## src/psl_consts.vh

```
// constants for the phy strap, indicator and event pin logic
`ifndef PSL_CONSTS_VH
`define PSL_CONSTS_VH

// station manager register offsets
`define PSL_REG_BASIC_CONTROL 5'h00
`define PSL_REG_INT_CTRL_STAT 5'h1B
`define PSL_REG_PHY_CONTROL_1 5'h1E
`define PSL_REG_PHY_CONTROL_2 5'h1F

// field positions
`define PSL_BIT_DUPLEX        8
`define PSL_BIT_ISOLATE       10
`define PSL_BIT_AUTONEG       12
`define PSL_BIT_IRQ_POLARITY  9
`define PSL_BIT_LED_MODE_HI   15
`define PSL_BIT_LED_MODE_LO   14

// indicator modes
`define PSL_LED_LINK_ACT      2'h0
`define PSL_LED_LINK_ONLY     2'h1

// station id low bits, top bits always zero
`define PSL_STATION_ID_LOW    2'h1
`define PSL_STATION_ID_TOP    2'h0

// management frame
`define PSL_OP_READ           2'h2
`define PSL_OP_WRITE          2'h1
`define PSL_HDR_LAST          5'h0B
`define PSL_RD_LAST           5'h10
`define PSL_WR_LAST           5'h11

// timing
`define PSL_CLK_PERIOD_NS     100
`define PSL_BLINK_NS          50000000

`endif

```

## src/psl_sync.v

```verilog
// two-flop synchroniser for pins arriving from outside the clock domain
`timescale 1ns/1ps
`default_nettype none

module psl_sync #(
	parameter W = 12
) (
	// clock
	input  wire         clock_in,
	// data
	input  wire [W-1:0] async_in,
	output wire [W-1:0] sync_out
);

// ==================================================
// two stages
reg [W-1:0] meta_ff;
reg [W-1:0] sync_ff;

// no reset: strap levels must keep flowing while reset is held
always @(posedge clock_in)
begin
	meta_ff <= async_in;
	sync_ff <= meta_ff;
end

assign sync_out = sync_ff;

endmodule

`default_nettype wire

```

## src/psl_top.v

```verilog
// phy pin logic: straps, receive outputs, reference clock, event pin, indicator, management registers
`timescale 1ns/1ps
`default_nettype none
`include "psl_consts.vh"

module psl_top #(
	parameter BLINK_CYCLES = `PSL_BLINK_NS / `PSL_CLK_PERIOD_NS
) (
	// clock and reset
	input  wire       clock_in,
	input  wire       nrst_in,
	// dual-role pins toward the mac
	input  wire       station_id_strap_b2_in,
	output wire       station_id_strap_b2_out,
	output wire       station_id_strap_b2_oe_n_out,
	input  wire       duplex_strap_in,
	output wire       duplex_strap_out,
	output wire       duplex_strap_oe_n_out,
	input  wire       mode_strap_b2_in,
	output wire       mode_strap_b2_out,
	output wire       mode_strap_b2_oe_n_out,
	input  wire       isolate_strap_in,
	output wire       isolate_strap_out,
	output wire       isolate_strap_oe_n_out,
	input  wire       mode_strap_b0_in,
	output wire       mode_strap_b0_out,
	output wire       mode_strap_b0_oe_n_out,
	input  wire       mode_strap_b1_in,
	output wire       mode_strap_b1_out,
	output wire       mode_strap_b1_oe_n_out,
	input  wire       autoneg_strap_in,
	output wire       indicator_zero_out,
	output wire       indicator_zero_oe_n_out,
	// reference clock and transmit from the mac
	output wire       ref_clk_out,
	input  wire       tx_en_in,
	input  wire [1:0] txd_in,
	// station management
	input  wire       mdc_in,
	input  wire       mdio_in,
	output wire       mdio_out,
	output wire       mdio_oe_n_out,
	// event pin
	output wire       event_request_pin_out,
	// internal receiver side
	input  wire       rx_valid_in,
	input  wire [1:0] rx_dibit_in,
	input  wire       rx_err_in,
	input  wire       link_up_in,
	input  wire       activity_in,
	input  wire [7:0] event_in,
	// internal transmitter side
	output wire       tx_valid_out,
	output wire [1:0] tx_dibit_out,
	// configuration seen by the core
	output wire [4:0] station_id_out,
	output wire [2:0] mode_cfg_out,
	output wire [15:0] basic_control_out
);

// ==================================================
// state codes
localparam [2:0] ST_IDLE = 3'h0;
localparam [2:0] ST_HDR  = 3'h1;
localparam [2:0] ST_TA   = 3'h2;
localparam [2:0] ST_RD   = 3'h3;
localparam [2:0] ST_WR   = 3'h4;
localparam [2:0] ST_SKIP = 3'h5;

function rise;
	input prev;
	input cur;
	begin
		rise = cur & ~prev;
	end
endfunction

// ==================================================
// pin synchronisers
wire [11:0] pin_sync;

psl_sync #(
	.W (12)
) u_sync (
	.clock_in (clock_in),
	.async_in ({mdc_in, mdio_in, tx_en_in, txd_in, station_id_strap_b2_in, duplex_strap_in,
	            mode_strap_b2_in, isolate_strap_in, mode_strap_b0_in, mode_strap_b1_in, autoneg_strap_in}),
	.sync_out (pin_sync)
);

wire       s_mdc   = pin_sync[11];
wire       s_mdio  = pin_sync[10];
wire       s_tx_en = pin_sync[9];
wire [1:0] s_txd   = pin_sync[8:7];

// ==================================================
// strap capture
reg        station_b2_ff;
reg [2:0]  mode_ff;
reg        released_ff;
reg        rst_prev_ff;
reg [15:0] bcr_ff;
reg [7:0]  int_en_ff;
reg [7:0]  int_st_ff;
reg [1:0]  led_mode_ff;
reg        irq_pol_ff;

// keep sampling while held, so the last sample is the one at release
always @(posedge clock_in)
begin
	rst_prev_ff <= nrst_in;
	if (!nrst_in)
	begin
		station_b2_ff <= pin_sync[6];
		mode_ff       <= {pin_sync[4], pin_sync[1], pin_sync[2]};
		released_ff   <= 1'b0;
	end
	else if (rise(rst_prev_ff, nrst_in))
		released_ff <= 1'b1;
end

assign station_id_out = {`PSL_STATION_ID_TOP, station_b2_ff, `PSL_STATION_ID_LOW};
assign mode_cfg_out   = mode_ff;

wire iso = bcr_ff[`PSL_BIT_ISOLATE];
// receive pins toward the mac float while isolated
wire mac_oe_n = ~released_ff | iso;

// ==================================================
// reference clock and rmii datapath
reg       ref_ff;
reg [1:0] rxd_ff;
reg       crs_dv_ff;
reg       rx_er_ff;
reg [1:0] txd_ff;
reg       tx_val_ff;

// only reachable rate from this clock is half of it
wire ref_en = ~ref_ff;

always @(posedge clock_in)
begin
	if (!nrst_in)
	begin
		ref_ff    <= 1'b0;
		rxd_ff    <= 2'h0;
		crs_dv_ff <= 1'b0;
		rx_er_ff  <= 1'b0;
		txd_ff    <= 2'h0;
		tx_val_ff <= 1'b0;
	end
	else
	begin
		ref_ff <= ~ref_ff;
		if (ref_en)
		begin
			crs_dv_ff <= rx_valid_in;
			rxd_ff    <= rx_valid_in ? rx_dibit_in : 2'h0;
			rx_er_ff  <= rx_valid_in & rx_err_in;
			tx_val_ff <= s_tx_en;
			txd_ff    <= s_tx_en ? s_txd : 2'h0;
		end
	end
end

assign ref_clk_out                  = ref_ff;
assign station_id_strap_b2_out      = rxd_ff[1];
assign duplex_strap_out             = rxd_ff[0];
assign mode_strap_b2_out            = crs_dv_ff;
assign isolate_strap_out            = rx_er_ff;
assign station_id_strap_b2_oe_n_out = mac_oe_n;
assign duplex_strap_oe_n_out        = mac_oe_n;
assign mode_strap_b2_oe_n_out       = mac_oe_n;
assign isolate_strap_oe_n_out       = mac_oe_n;
// dedicated mode pins have no run-time job, drive low once released
assign mode_strap_b0_out            = 1'b0;
assign mode_strap_b1_out            = 1'b0;
assign mode_strap_b0_oe_n_out       = ~released_ff;
assign mode_strap_b1_oe_n_out       = ~released_ff;
assign tx_valid_out                 = tx_val_ff;
assign tx_dibit_out                 = txd_ff;

// ==================================================
// management frame engine
reg [2:0]  st_ff;
reg [4:0]  cnt_ff;
reg [1:0]  pre_ff;
reg [11:0] hdr_ff;
reg [15:0] dat_ff;
reg [4:0]  addr_ff;
reg        mdc_prev_ff;
reg        mdio_o_ff;
reg        mdio_oe_n_ff;
reg        wr_stb_ff;
reg        rd_clr_ff;
reg [7:0]  clr_mask_ff;

wire        mdc_rise = rise(mdc_prev_ff, s_mdc);
wire [11:0] hdr_full = {hdr_ff[10:0], s_mdio};
reg  [15:0] rd_data;

always @*
begin
	case (hdr_full[4:0])
		`PSL_REG_BASIC_CONTROL: rd_data = bcr_ff;
		`PSL_REG_INT_CTRL_STAT: rd_data = {int_en_ff, int_st_ff};
		`PSL_REG_PHY_CONTROL_1: rd_data = {led_mode_ff, 14'h0000};
		`PSL_REG_PHY_CONTROL_2: rd_data = {6'h00, irq_pol_ff, 9'h000};
		default:                rd_data = 16'h0000;
	endcase
end

always @(posedge clock_in)
begin
	if (!nrst_in)
	begin
		st_ff        <= ST_IDLE;
		cnt_ff       <= 5'h00;
		pre_ff       <= 2'h0;
		hdr_ff       <= 12'h000;
		dat_ff       <= 16'h0000;
		addr_ff      <= 5'h00;
		mdc_prev_ff  <= 1'b0;
		mdio_o_ff    <= 1'b1;
		mdio_oe_n_ff <= 1'b1;
		wr_stb_ff    <= 1'b0;
		rd_clr_ff    <= 1'b0;
		clr_mask_ff  <= 8'h00;
	end
	else
	begin
		mdc_prev_ff <= s_mdc;
		wr_stb_ff   <= 1'b0;
		rd_clr_ff   <= 1'b0;
		if (mdc_rise)
		begin
			case (st_ff)
				ST_IDLE:
				begin
					pre_ff <= {pre_ff[0], s_mdio};
					// a one, then start bits zero-one
					if ({pre_ff, s_mdio} == 3'h5)
					begin
						st_ff  <= ST_HDR;
						cnt_ff <= 5'h00;
					end
				end
				ST_HDR:
				begin
					hdr_ff <= hdr_full;
					cnt_ff <= cnt_ff + 5'h01;
					if (cnt_ff == `PSL_HDR_LAST)
					begin
						cnt_ff  <= 5'h00;
						addr_ff <= hdr_full[4:0];
						if (hdr_full[9:5] != station_id_out)
							st_ff <= ST_SKIP;
						else if (hdr_full[11:10] == `PSL_OP_READ)
						begin
							st_ff  <= ST_TA;
							dat_ff <= rd_data;
							if (hdr_full[4:0] == `PSL_REG_INT_CTRL_STAT)
							begin
								rd_clr_ff   <= 1'b1;
								clr_mask_ff <= int_st_ff;
							end
						end
						else if (hdr_full[11:10] == `PSL_OP_WRITE)
							st_ff <= ST_WR;
						else
							st_ff <= ST_SKIP;
					end
				end
				ST_TA:
				begin
					mdio_o_ff    <= 1'b0;
					mdio_oe_n_ff <= 1'b0;
					st_ff        <= ST_RD;
				end
				ST_RD:
				begin
					cnt_ff <= cnt_ff + 5'h01;
					if (cnt_ff == `PSL_RD_LAST)
					begin
						mdio_o_ff    <= 1'b1;
						mdio_oe_n_ff <= 1'b1;
						pre_ff       <= 2'h0;
						st_ff        <= ST_IDLE;
					end
					else
					begin
						mdio_o_ff <= dat_ff[15];
						dat_ff    <= {dat_ff[14:0], 1'b0};
					end
				end
				ST_WR:
				begin
					dat_ff <= {dat_ff[14:0], s_mdio};
					cnt_ff <= cnt_ff + 5'h01;
					if (cnt_ff == `PSL_WR_LAST)
					begin
						wr_stb_ff <= 1'b1;
						pre_ff    <= 2'h0;
						st_ff     <= ST_IDLE;
					end
				end
				ST_SKIP:
				begin
					cnt_ff <= cnt_ff + 5'h01;
					if (cnt_ff == `PSL_WR_LAST)
					begin
						pre_ff <= 2'h0;
						st_ff  <= ST_IDLE;
					end
				end
				default:
					st_ff <= ST_IDLE;
			endcase
		end
	end
end

assign mdio_out      = mdio_o_ff;
assign mdio_oe_n_out = mdio_oe_n_ff;

// ==================================================
// register file
always @(posedge clock_in)
begin
	if (!nrst_in)
	begin
		bcr_ff                   <= 16'h0000;
		bcr_ff[`PSL_BIT_DUPLEX]  <= pin_sync[5];
		bcr_ff[`PSL_BIT_ISOLATE] <= pin_sync[3];
		bcr_ff[`PSL_BIT_AUTONEG] <= pin_sync[0];
		int_en_ff                <= 8'h00;
		int_st_ff                <= 8'h00;
		led_mode_ff              <= `PSL_LED_LINK_ACT;
		irq_pol_ff               <= 1'b0;
	end
	else
	begin
		// set wins over the clear-on-read
		int_st_ff <= (int_st_ff & ~(rd_clr_ff ? clr_mask_ff : 8'h00)) | event_in;
		if (wr_stb_ff)
		begin
			case (addr_ff)
				`PSL_REG_BASIC_CONTROL: bcr_ff      <= dat_ff;
				`PSL_REG_INT_CTRL_STAT: int_en_ff   <= dat_ff[15:8];
				`PSL_REG_PHY_CONTROL_1: led_mode_ff <= dat_ff[`PSL_BIT_LED_MODE_HI:`PSL_BIT_LED_MODE_LO];
				`PSL_REG_PHY_CONTROL_2: irq_pol_ff  <= dat_ff[`PSL_BIT_IRQ_POLARITY];
				default:                bcr_ff      <= bcr_ff;
			endcase
		end
	end
end

assign basic_control_out = bcr_ff;

// ==================================================
// event pin and indicator
reg        irq_ff;
reg        led_ff;
reg        blink_ff;
reg [18:0] blink_cnt_ff;

always @(posedge clock_in)
begin
	if (!nrst_in)
	begin
		irq_ff       <= 1'b1;
		led_ff       <= 1'b1;
		blink_ff     <= 1'b0;
		blink_cnt_ff <= 19'h00000;
	end
	else
	begin
		irq_ff <= irq_pol_ff ~^ (|(int_en_ff & int_st_ff));
		if (blink_cnt_ff == BLINK_CYCLES[18:0] - 19'h00001)
		begin
			blink_cnt_ff <= 19'h00000;
			blink_ff     <= ~blink_ff;
		end
		else
			blink_cnt_ff <= blink_cnt_ff + 19'h00001;
		case (led_mode_ff)
			`PSL_LED_LINK_ACT:  led_ff <= ~link_up_in | (activity_in & blink_ff);
			`PSL_LED_LINK_ONLY: led_ff <= ~link_up_in;
			default:            led_ff <= 1'b1;
		endcase
	end
end

assign event_request_pin_out   = irq_ff;
assign indicator_zero_out      = led_ff;
assign indicator_zero_oe_n_out = ~released_ff;

endmodule

`default_nettype wire

```

## config.mk

```make
export PLATFORM = sky130hd
export DESIGN_NAME = psl_top
export DESIGN_NICKNAME = d
export VERILOG_FILES = /design/src/psl_sync.v /design/src/psl_top.v
export VERILOG_INCLUDE_DIRS = /design/src
export SDC_FILE = /design/constraint.sdc
export NUM_CORES = 1
export LEC_CHECK = 0
export BUFFER_PORTS_ARGS = -buffer_cell sky130_fd_sc_hd__buf_2
export CAP_MARGIN = 40
export CORE_MARGIN = 3
export CORE_UTILIZATION = 39
export CTS_CLUSTER_SIZE = 40
export DETAILED_ROUTE_END_ITERATION = 12
export PLACE_DENSITY_LB_ADDON = 0.15
export SYNTH_ARGS = -nofsm -noshare
export SYNTH_HDL_FRONTEND = slang
export SYNTH_SLANG_ARGS = --single-unit
```

## constraint.sdc

```tcl
create_clock -name clock_in -period 2.4 [get_ports clock_in]
set_input_delay 0.48 -clock clock_in [delete_from_list [all_inputs] [get_ports clock_in]]
set_output_delay 0.48 -clock clock_in [all_outputs]
set_load 0.03 [all_outputs]
```

## Yosys cells after proc, flatten, opt, wreduce, memory -nomap -nowiden

Cells that the tools add are included.

| word-level totals | value |
|---|---|
| register bits | 150 |
| output and inout bits | 45 |
| word-level logic and storage cells | 149 |

| cells by class | value |
|---|---|
| add/subtract/negate cells | 2 |
| equality and inequality tests | 29 |
| muxes and demuxes | 33 |
| bitwise logic cells | 23 |
| reduce and logical (&&, ||, !) cells | 28 |

Operators with widths:

| kind | count |
|---|---|
| $mux 16 | 4 |
| $pmux 16 s4 | 1 |
| $pmux 16 s3 | 1 |
| $eq 5x5->1 const B | 8 |
| $mux 13 | 3 |
| $add 19x1->19 const B | 1 |
| $eq 19x19->1 const B | 1 |
| $mux 3 | 6 |
| $and 8x8->8 | 2 |
| $pmux 3 s5 | 1 |
| $pmux 5 s3 | 1 |
| $reduce_and 2->1 | 7 |
| $ne 2x2->1 const B | 6 |
| $not 1->1 | 12 |
| $reduce_and 3->1 | 4 |
| $reduce_and 6->1 | 2 |
| $logic_not 5->1 | 2 |
| $mux 5 | 2 |
| $eq 3x3->1 const B | 3 |
| $reduce_bool 3->1 | 3 |
| $mux 2 | 4 |
| $mux 8 | 1 |
| $not 8->8 | 1 |
| $or 8x8->8 | 1 |
| other kinds (23) | 38 |

## Depth between registers and ports, before layout

| logic depth | value |
|---|---|
| depth after elaboration | 6 |
| mapped depth | 8 |

## Hierarchy

Synthesis repeated with hierarchy kept, for this count alone.

| unflattened totals | value |
|---|---|
| cells, all modules | 702 |
| area, all modules | 6313.6 um2 |

Modules (own cells, without submodules):

| module | times used | cells each | area each (um2) | sequential area each (um2) |
|---|---|---|---|---|
| psl_top | 1 | 678 | 5833.1 | 2592.5 |
| psl_sync | 1 | 24 | 480.5 | 480.5 |

## Worst setup path before layout

Ideal clock, no wire load.

| timing path | value |
|---|---|
| path kind | flip-flop to flip-flop |
| from | reg cnt_ff[0] |
| to | reg dat_ff[10] |
| arrival | 1.757 ns |
| data required time | 2.264 ns |
| setup slack | 0.507 ns |
| cell stages (with the launch flop) | 7 |
| buffers on the path | 1 |
| clock period less this slack | 1.893 ns |
| cells stage by stage | dfxtp_1 > ha_1 > nor4bb_1 > a21oi_1 > a211oi_2 > clkbuf_1 > a31oi_1 |

| between the ends | value |
|---|---|
| cells in the longest elaborated chain, start to end | 3 |
| elaborated cells between the ends (all ways) | 5 |
| those cells by class | eq/ne: 4; reduce/logical: 1 |

RTL lines:

| what | RTL line | RTL |
|---|---|---|
| start, declared | psl_top.v:186 | `reg [4:0] cnt_ff;` |
| start signal, assigned | psl_top.v:251 | `cnt_ff <= cnt_ff + 5'h01;` |
| start signal, assigned | psl_top.v:282 | `cnt_ff <= cnt_ff + 5'h01;` |
| start signal, assigned | psl_top.v:299 | `cnt_ff <= cnt_ff + 5'h01;` |
| $eq 5x5->1 (no source line) or $eq 5x4->1 (tied branches) | -- |  |
| $ne 2x2->1 (no source line) | -- |  |
| $reduce_and 6->1 (no source line) * | -- |  |
| end signal, assigned | psl_top.v:261 | `dat_ff <= rd_data;` |
| end signal, assigned | psl_top.v:293 | `dat_ff <= {dat_ff[14:0], 1'b0};` |
| end signal, assigned | psl_top.v:298 | `dat_ff <= {dat_ff[14:0], s_mdio};` |
| end, declared | psl_top.v:189 | `reg [15:0] dat_ff;` |

Every way passes the cells marked *; elsewhere a longest branch is shown, timed or not.
A chain may end at the register's enable or synchronous reset.

## Final worst setup path

| timing path | value |
|---|---|
| from | reg cnt_ff[0] |
| to | reg dat_ff[1] |

Same word-level chain as after synthesis.

==> impl_metrics.csv <==
group,metric,value,unit
outcome,outcome,"complete, no violations",
synth,yosys.area.top_type,"dfxtp_1",
layout,layout_common_cells,"143 x dfxtp_1, 103 x nor2_1, 66 x buf_2, 55 x nand2_1, 47 x mux2i_1",
global_routing,grt_first_pass_wirelength,21300,µm
detailed_routing,vias_per_cell,5.07,
critical_path,cp_num_buf_inv,1,
die,fp-row-count,44,
placement,place_congestion,0.783,
critical_path,cp-start-kind,"flip-flop",
detailed_routing,totalWireLength,12800,µm
job,drv_cap,0,
critical_path,reg2reg_to,"dat_ff[1]",
die,dieWidth,130,µm
critical_path,cpPeakStageDelay,0.41,ns
critical_path,cp_top_family,"compound AO/OA/AOI/OAI gates",
layout,drive_gt1_share,17.4,%
global_routing,grt-ovfl-total,0,
clock_network,cts_tree,"yes",
layout,synthToLayoutAreaGrowth,17.6,%
layout,nNetsFinal,725,
layout,multi_input_area,2630,µm²
worst_hold_path,hold_path_startpoint,"tx_en_in",
clock_network,cts_buffers,17,
sta,finalHoldViolCount,0,
die,coreArea,14800,µm²
clock_network,clk-insertion-delay-late,0.42,ns
synth,postSynth.asyncResetShare,0,%
detailed_routing,drc,0,
clock_network,cts-root-buf,"clkbuf_16",
synth,seq_area_frac_synth,51.3,%
synth,synth_top_area_share,47.8,%
sta,finalWorstPathRequiredPeriod,2.10,ns
die,die_area,16900,µm²
worst_hold_path,hold_depth,1,
critical_path,critPathSlowestCell,"dfxtp_1",
clock_network,clk_pin_slew,0.07,ns
synth,yosys_warnings,0,
layout,n_fill_cell,1412,
layout,final_common_cell,"dfxtp_1",
global_routing,grt_pass1_vias,4434,
detailed_routing,drt-pass1-iter-count,7,
sta,finalSetupViolations,0,
layout,regArea,3070,µm²
sta,slew-limit-headroom,54.1,%
critical_path,critPathArrivalTime,2.45,ns
critical_path,critical_path_peak_fanout,32,
sta,drv_slew,0,
detailed_routing,num_vias,4510,
critical_path,path_cells,"ha_1, nor4bb_2, a21oi_1, a211oi_2, buf_4, o21ai_0, a31oi_1",
clock_network,htreeDepth,4,
die,die_y,130,µm
detailed_routing,ant_nets,0,
detailed_routing,drtIter0Drc,285,
critical_path,r2r-start,"cnt_ff[0]",
clock_network,cts_buffer_depth,2,
global_routing,grt_use_total,16.0,%
synth,synth_area_leaders,"dfxtp_1 48%, mux2i_1 7.9%, nor2_1 6.5%, edfxtp_1 3.5%, nand2_1 3.4%",
synth,synth.distinct_cells,60,
power,power_leakage,2.92,nW
synth,syn_area,5980,µm²
power,ir_worst_vdd,475,µV
sta,fin_skew,0.00786,ns
synth,synth-edff-count,7,
synth,synth_area_per_cell,9.44,µm²
power,p_per_area,779,nW/µm²
critical_path,endpoint_kind,"flip-flop",
synth,postSynthCellCount,634,
sta,setup_tns,0,ns
layout,final_util,47.7,%
critical_path,critPathRequiredTime,2.75,ns
layout,n_antenna_cell,0,
worst_hold_path,hold_end,"u_sync.meta_ff[9]",
clock_network,hold_buffers,0,
sta,period_share,87.7,%
critical_path,path_class,"flip-flop to flip-flop",
synth,yosys_register_bits,150,
sta,rsz0062_at_grt,"false",
worst_hold_path,min-delay-path-class,"input pin to flip-flop",
placement,place_hpwl,9060,µm
die,io_pins,73,
sta,worstMarginPinSlew,0.683,ns
power,power,5.48,mW
synth,ys.flop_type,"dfxtp_1",
placement,io_buffers,66,
detailed_routing,wl_per_cell,14.4,µm
critical_path,rr_worst_depth,7,
global_routing,antenna_found_initial,0,
die,initial_core_util,40.6,%
clock_network,cts_sinks,150,
global_routing,grt_max_degree,42,
critical_path,r2r_slack,0.30,ns
sta,max_freq,475,MHz
stage by stage:
step	hold slack, ns	worst slack (ns)	cells	instance area (µm²)
floorplan	0.310	0.507	638	6000
global placement	0.311	0.332	857	6420
detailed placement	0.312	0.249	857	6420
CTS	0.132	0.227	889	7030
global route	0.129	0.0728	889	7040
finish	0.153	0.295	889	7040
state kept, by name, summed over array words and instances (netlist names), 3 cells and up:
signal and flops:
mode_cfg_out 3, u_sync.sync_out 12, int_st_ff 8, u_sync.meta_ff 12
int_en_ff 8, blink_cnt_ff 19, clr_mask_ff 8, hdr_ff 11
cnt_ff 5, st_ff 3, dat_ff 16, addr_ff 5
basic_control_out 16
synth_stat cells (all sizes together) (2+ instances only):
master,number
nor2,105
nor4b,3
and2,2
or3,3
nor3,5
a31oi,13
a21oi,32
o2bb2ai,4
ha,5
mux2i,47
or3b,2
o21a,6
o2111ai,2
inv,10
a22oi,12
nor4,2
dfxtp,143
nor2b,7
xor2,13
xnor2,7
nor3b,3
buf,24
o21ai,31
nand2,55
edfxtp,7
nand3,18
nand2b,3
clkbuf,21
conb,2
nor4bb,2
a22o,11
nand4,8
and3,8
nand3b,4
how the worst max path moves through the flow:
stage	cells after the start	endpoint	slack [ns]	start
6_report	7	dat_ff[1]	0.30	cnt_ff[0]
5_1_grt	7	dat_ff[3]	0.07	cnt_ff[0]
4_1_cts	7	dat_ff[2]	0.23	cnt_ff[0]
3_5_place_dp	7	dat_ff[2]	0.25	cnt_ff[0]
3_3_place_gp	7	dat_ff[15]	0.33	cnt_ff[0]
2_1_floorplan	6	dat_ff[10]	0.51	cnt_ff[0]
kinds of logic (layout without fill, tap and decap cells):
logic type / Yosys count / after routing / synth area share, %
AND/OR/NAND/NOR: 237 / 237 / 19.2
multiplexers: 47 / 47 / 7.86
AO/OA/AOI/OAI: 118 / 118 / 12.4
XOR/XNOR: 20 / 20 / 2.93
buffers and inverters: 55 / 122 / 5.08
adder cells (fa/ha/maj): 5 / 5 / 1.05
flip-flops: 150 / 150 / 51.3
other: 2 / 6 / 0.125
area by class of cell:
cell class,instances,area share [%]
Clock buffer,17,6.04
Timing Repair Buffer,80,6.54
Sequential cell,150,43.7
Clock inverter,15,2.60
Inverter,10,0.533
Tap cell,184,3.27
Multi-Input combinational cell,433,37.4
routing by layer:
metal	vias up	wire, µm	global-route usage, %
met5	-	0	0
met4	0	145	5.50
met3	12	609	4.58
met2	79	5970	26.2
met1	2102	6110	20.3
li1	2317	-	-
where the power goes:
| part | switching [mW] | internal, mW | total [mW] | leakage [nW] |
|---|---|---|---|---|
| registers | 0.0402 | 2.56 | 2.60 | 1.24 |
| clock network | 1.16 | 1.49 | 2.66 | 0.291 |
| logic | 0.147 | 0.0717 | 0.219 | 1.39 |
repair_timing:
action                                  CTS  global route
buffers inserted                          0             0
endpoints found under the setup margin    0            10
gates resized for setup                   0             1
(Power assumes the default switching activity.)
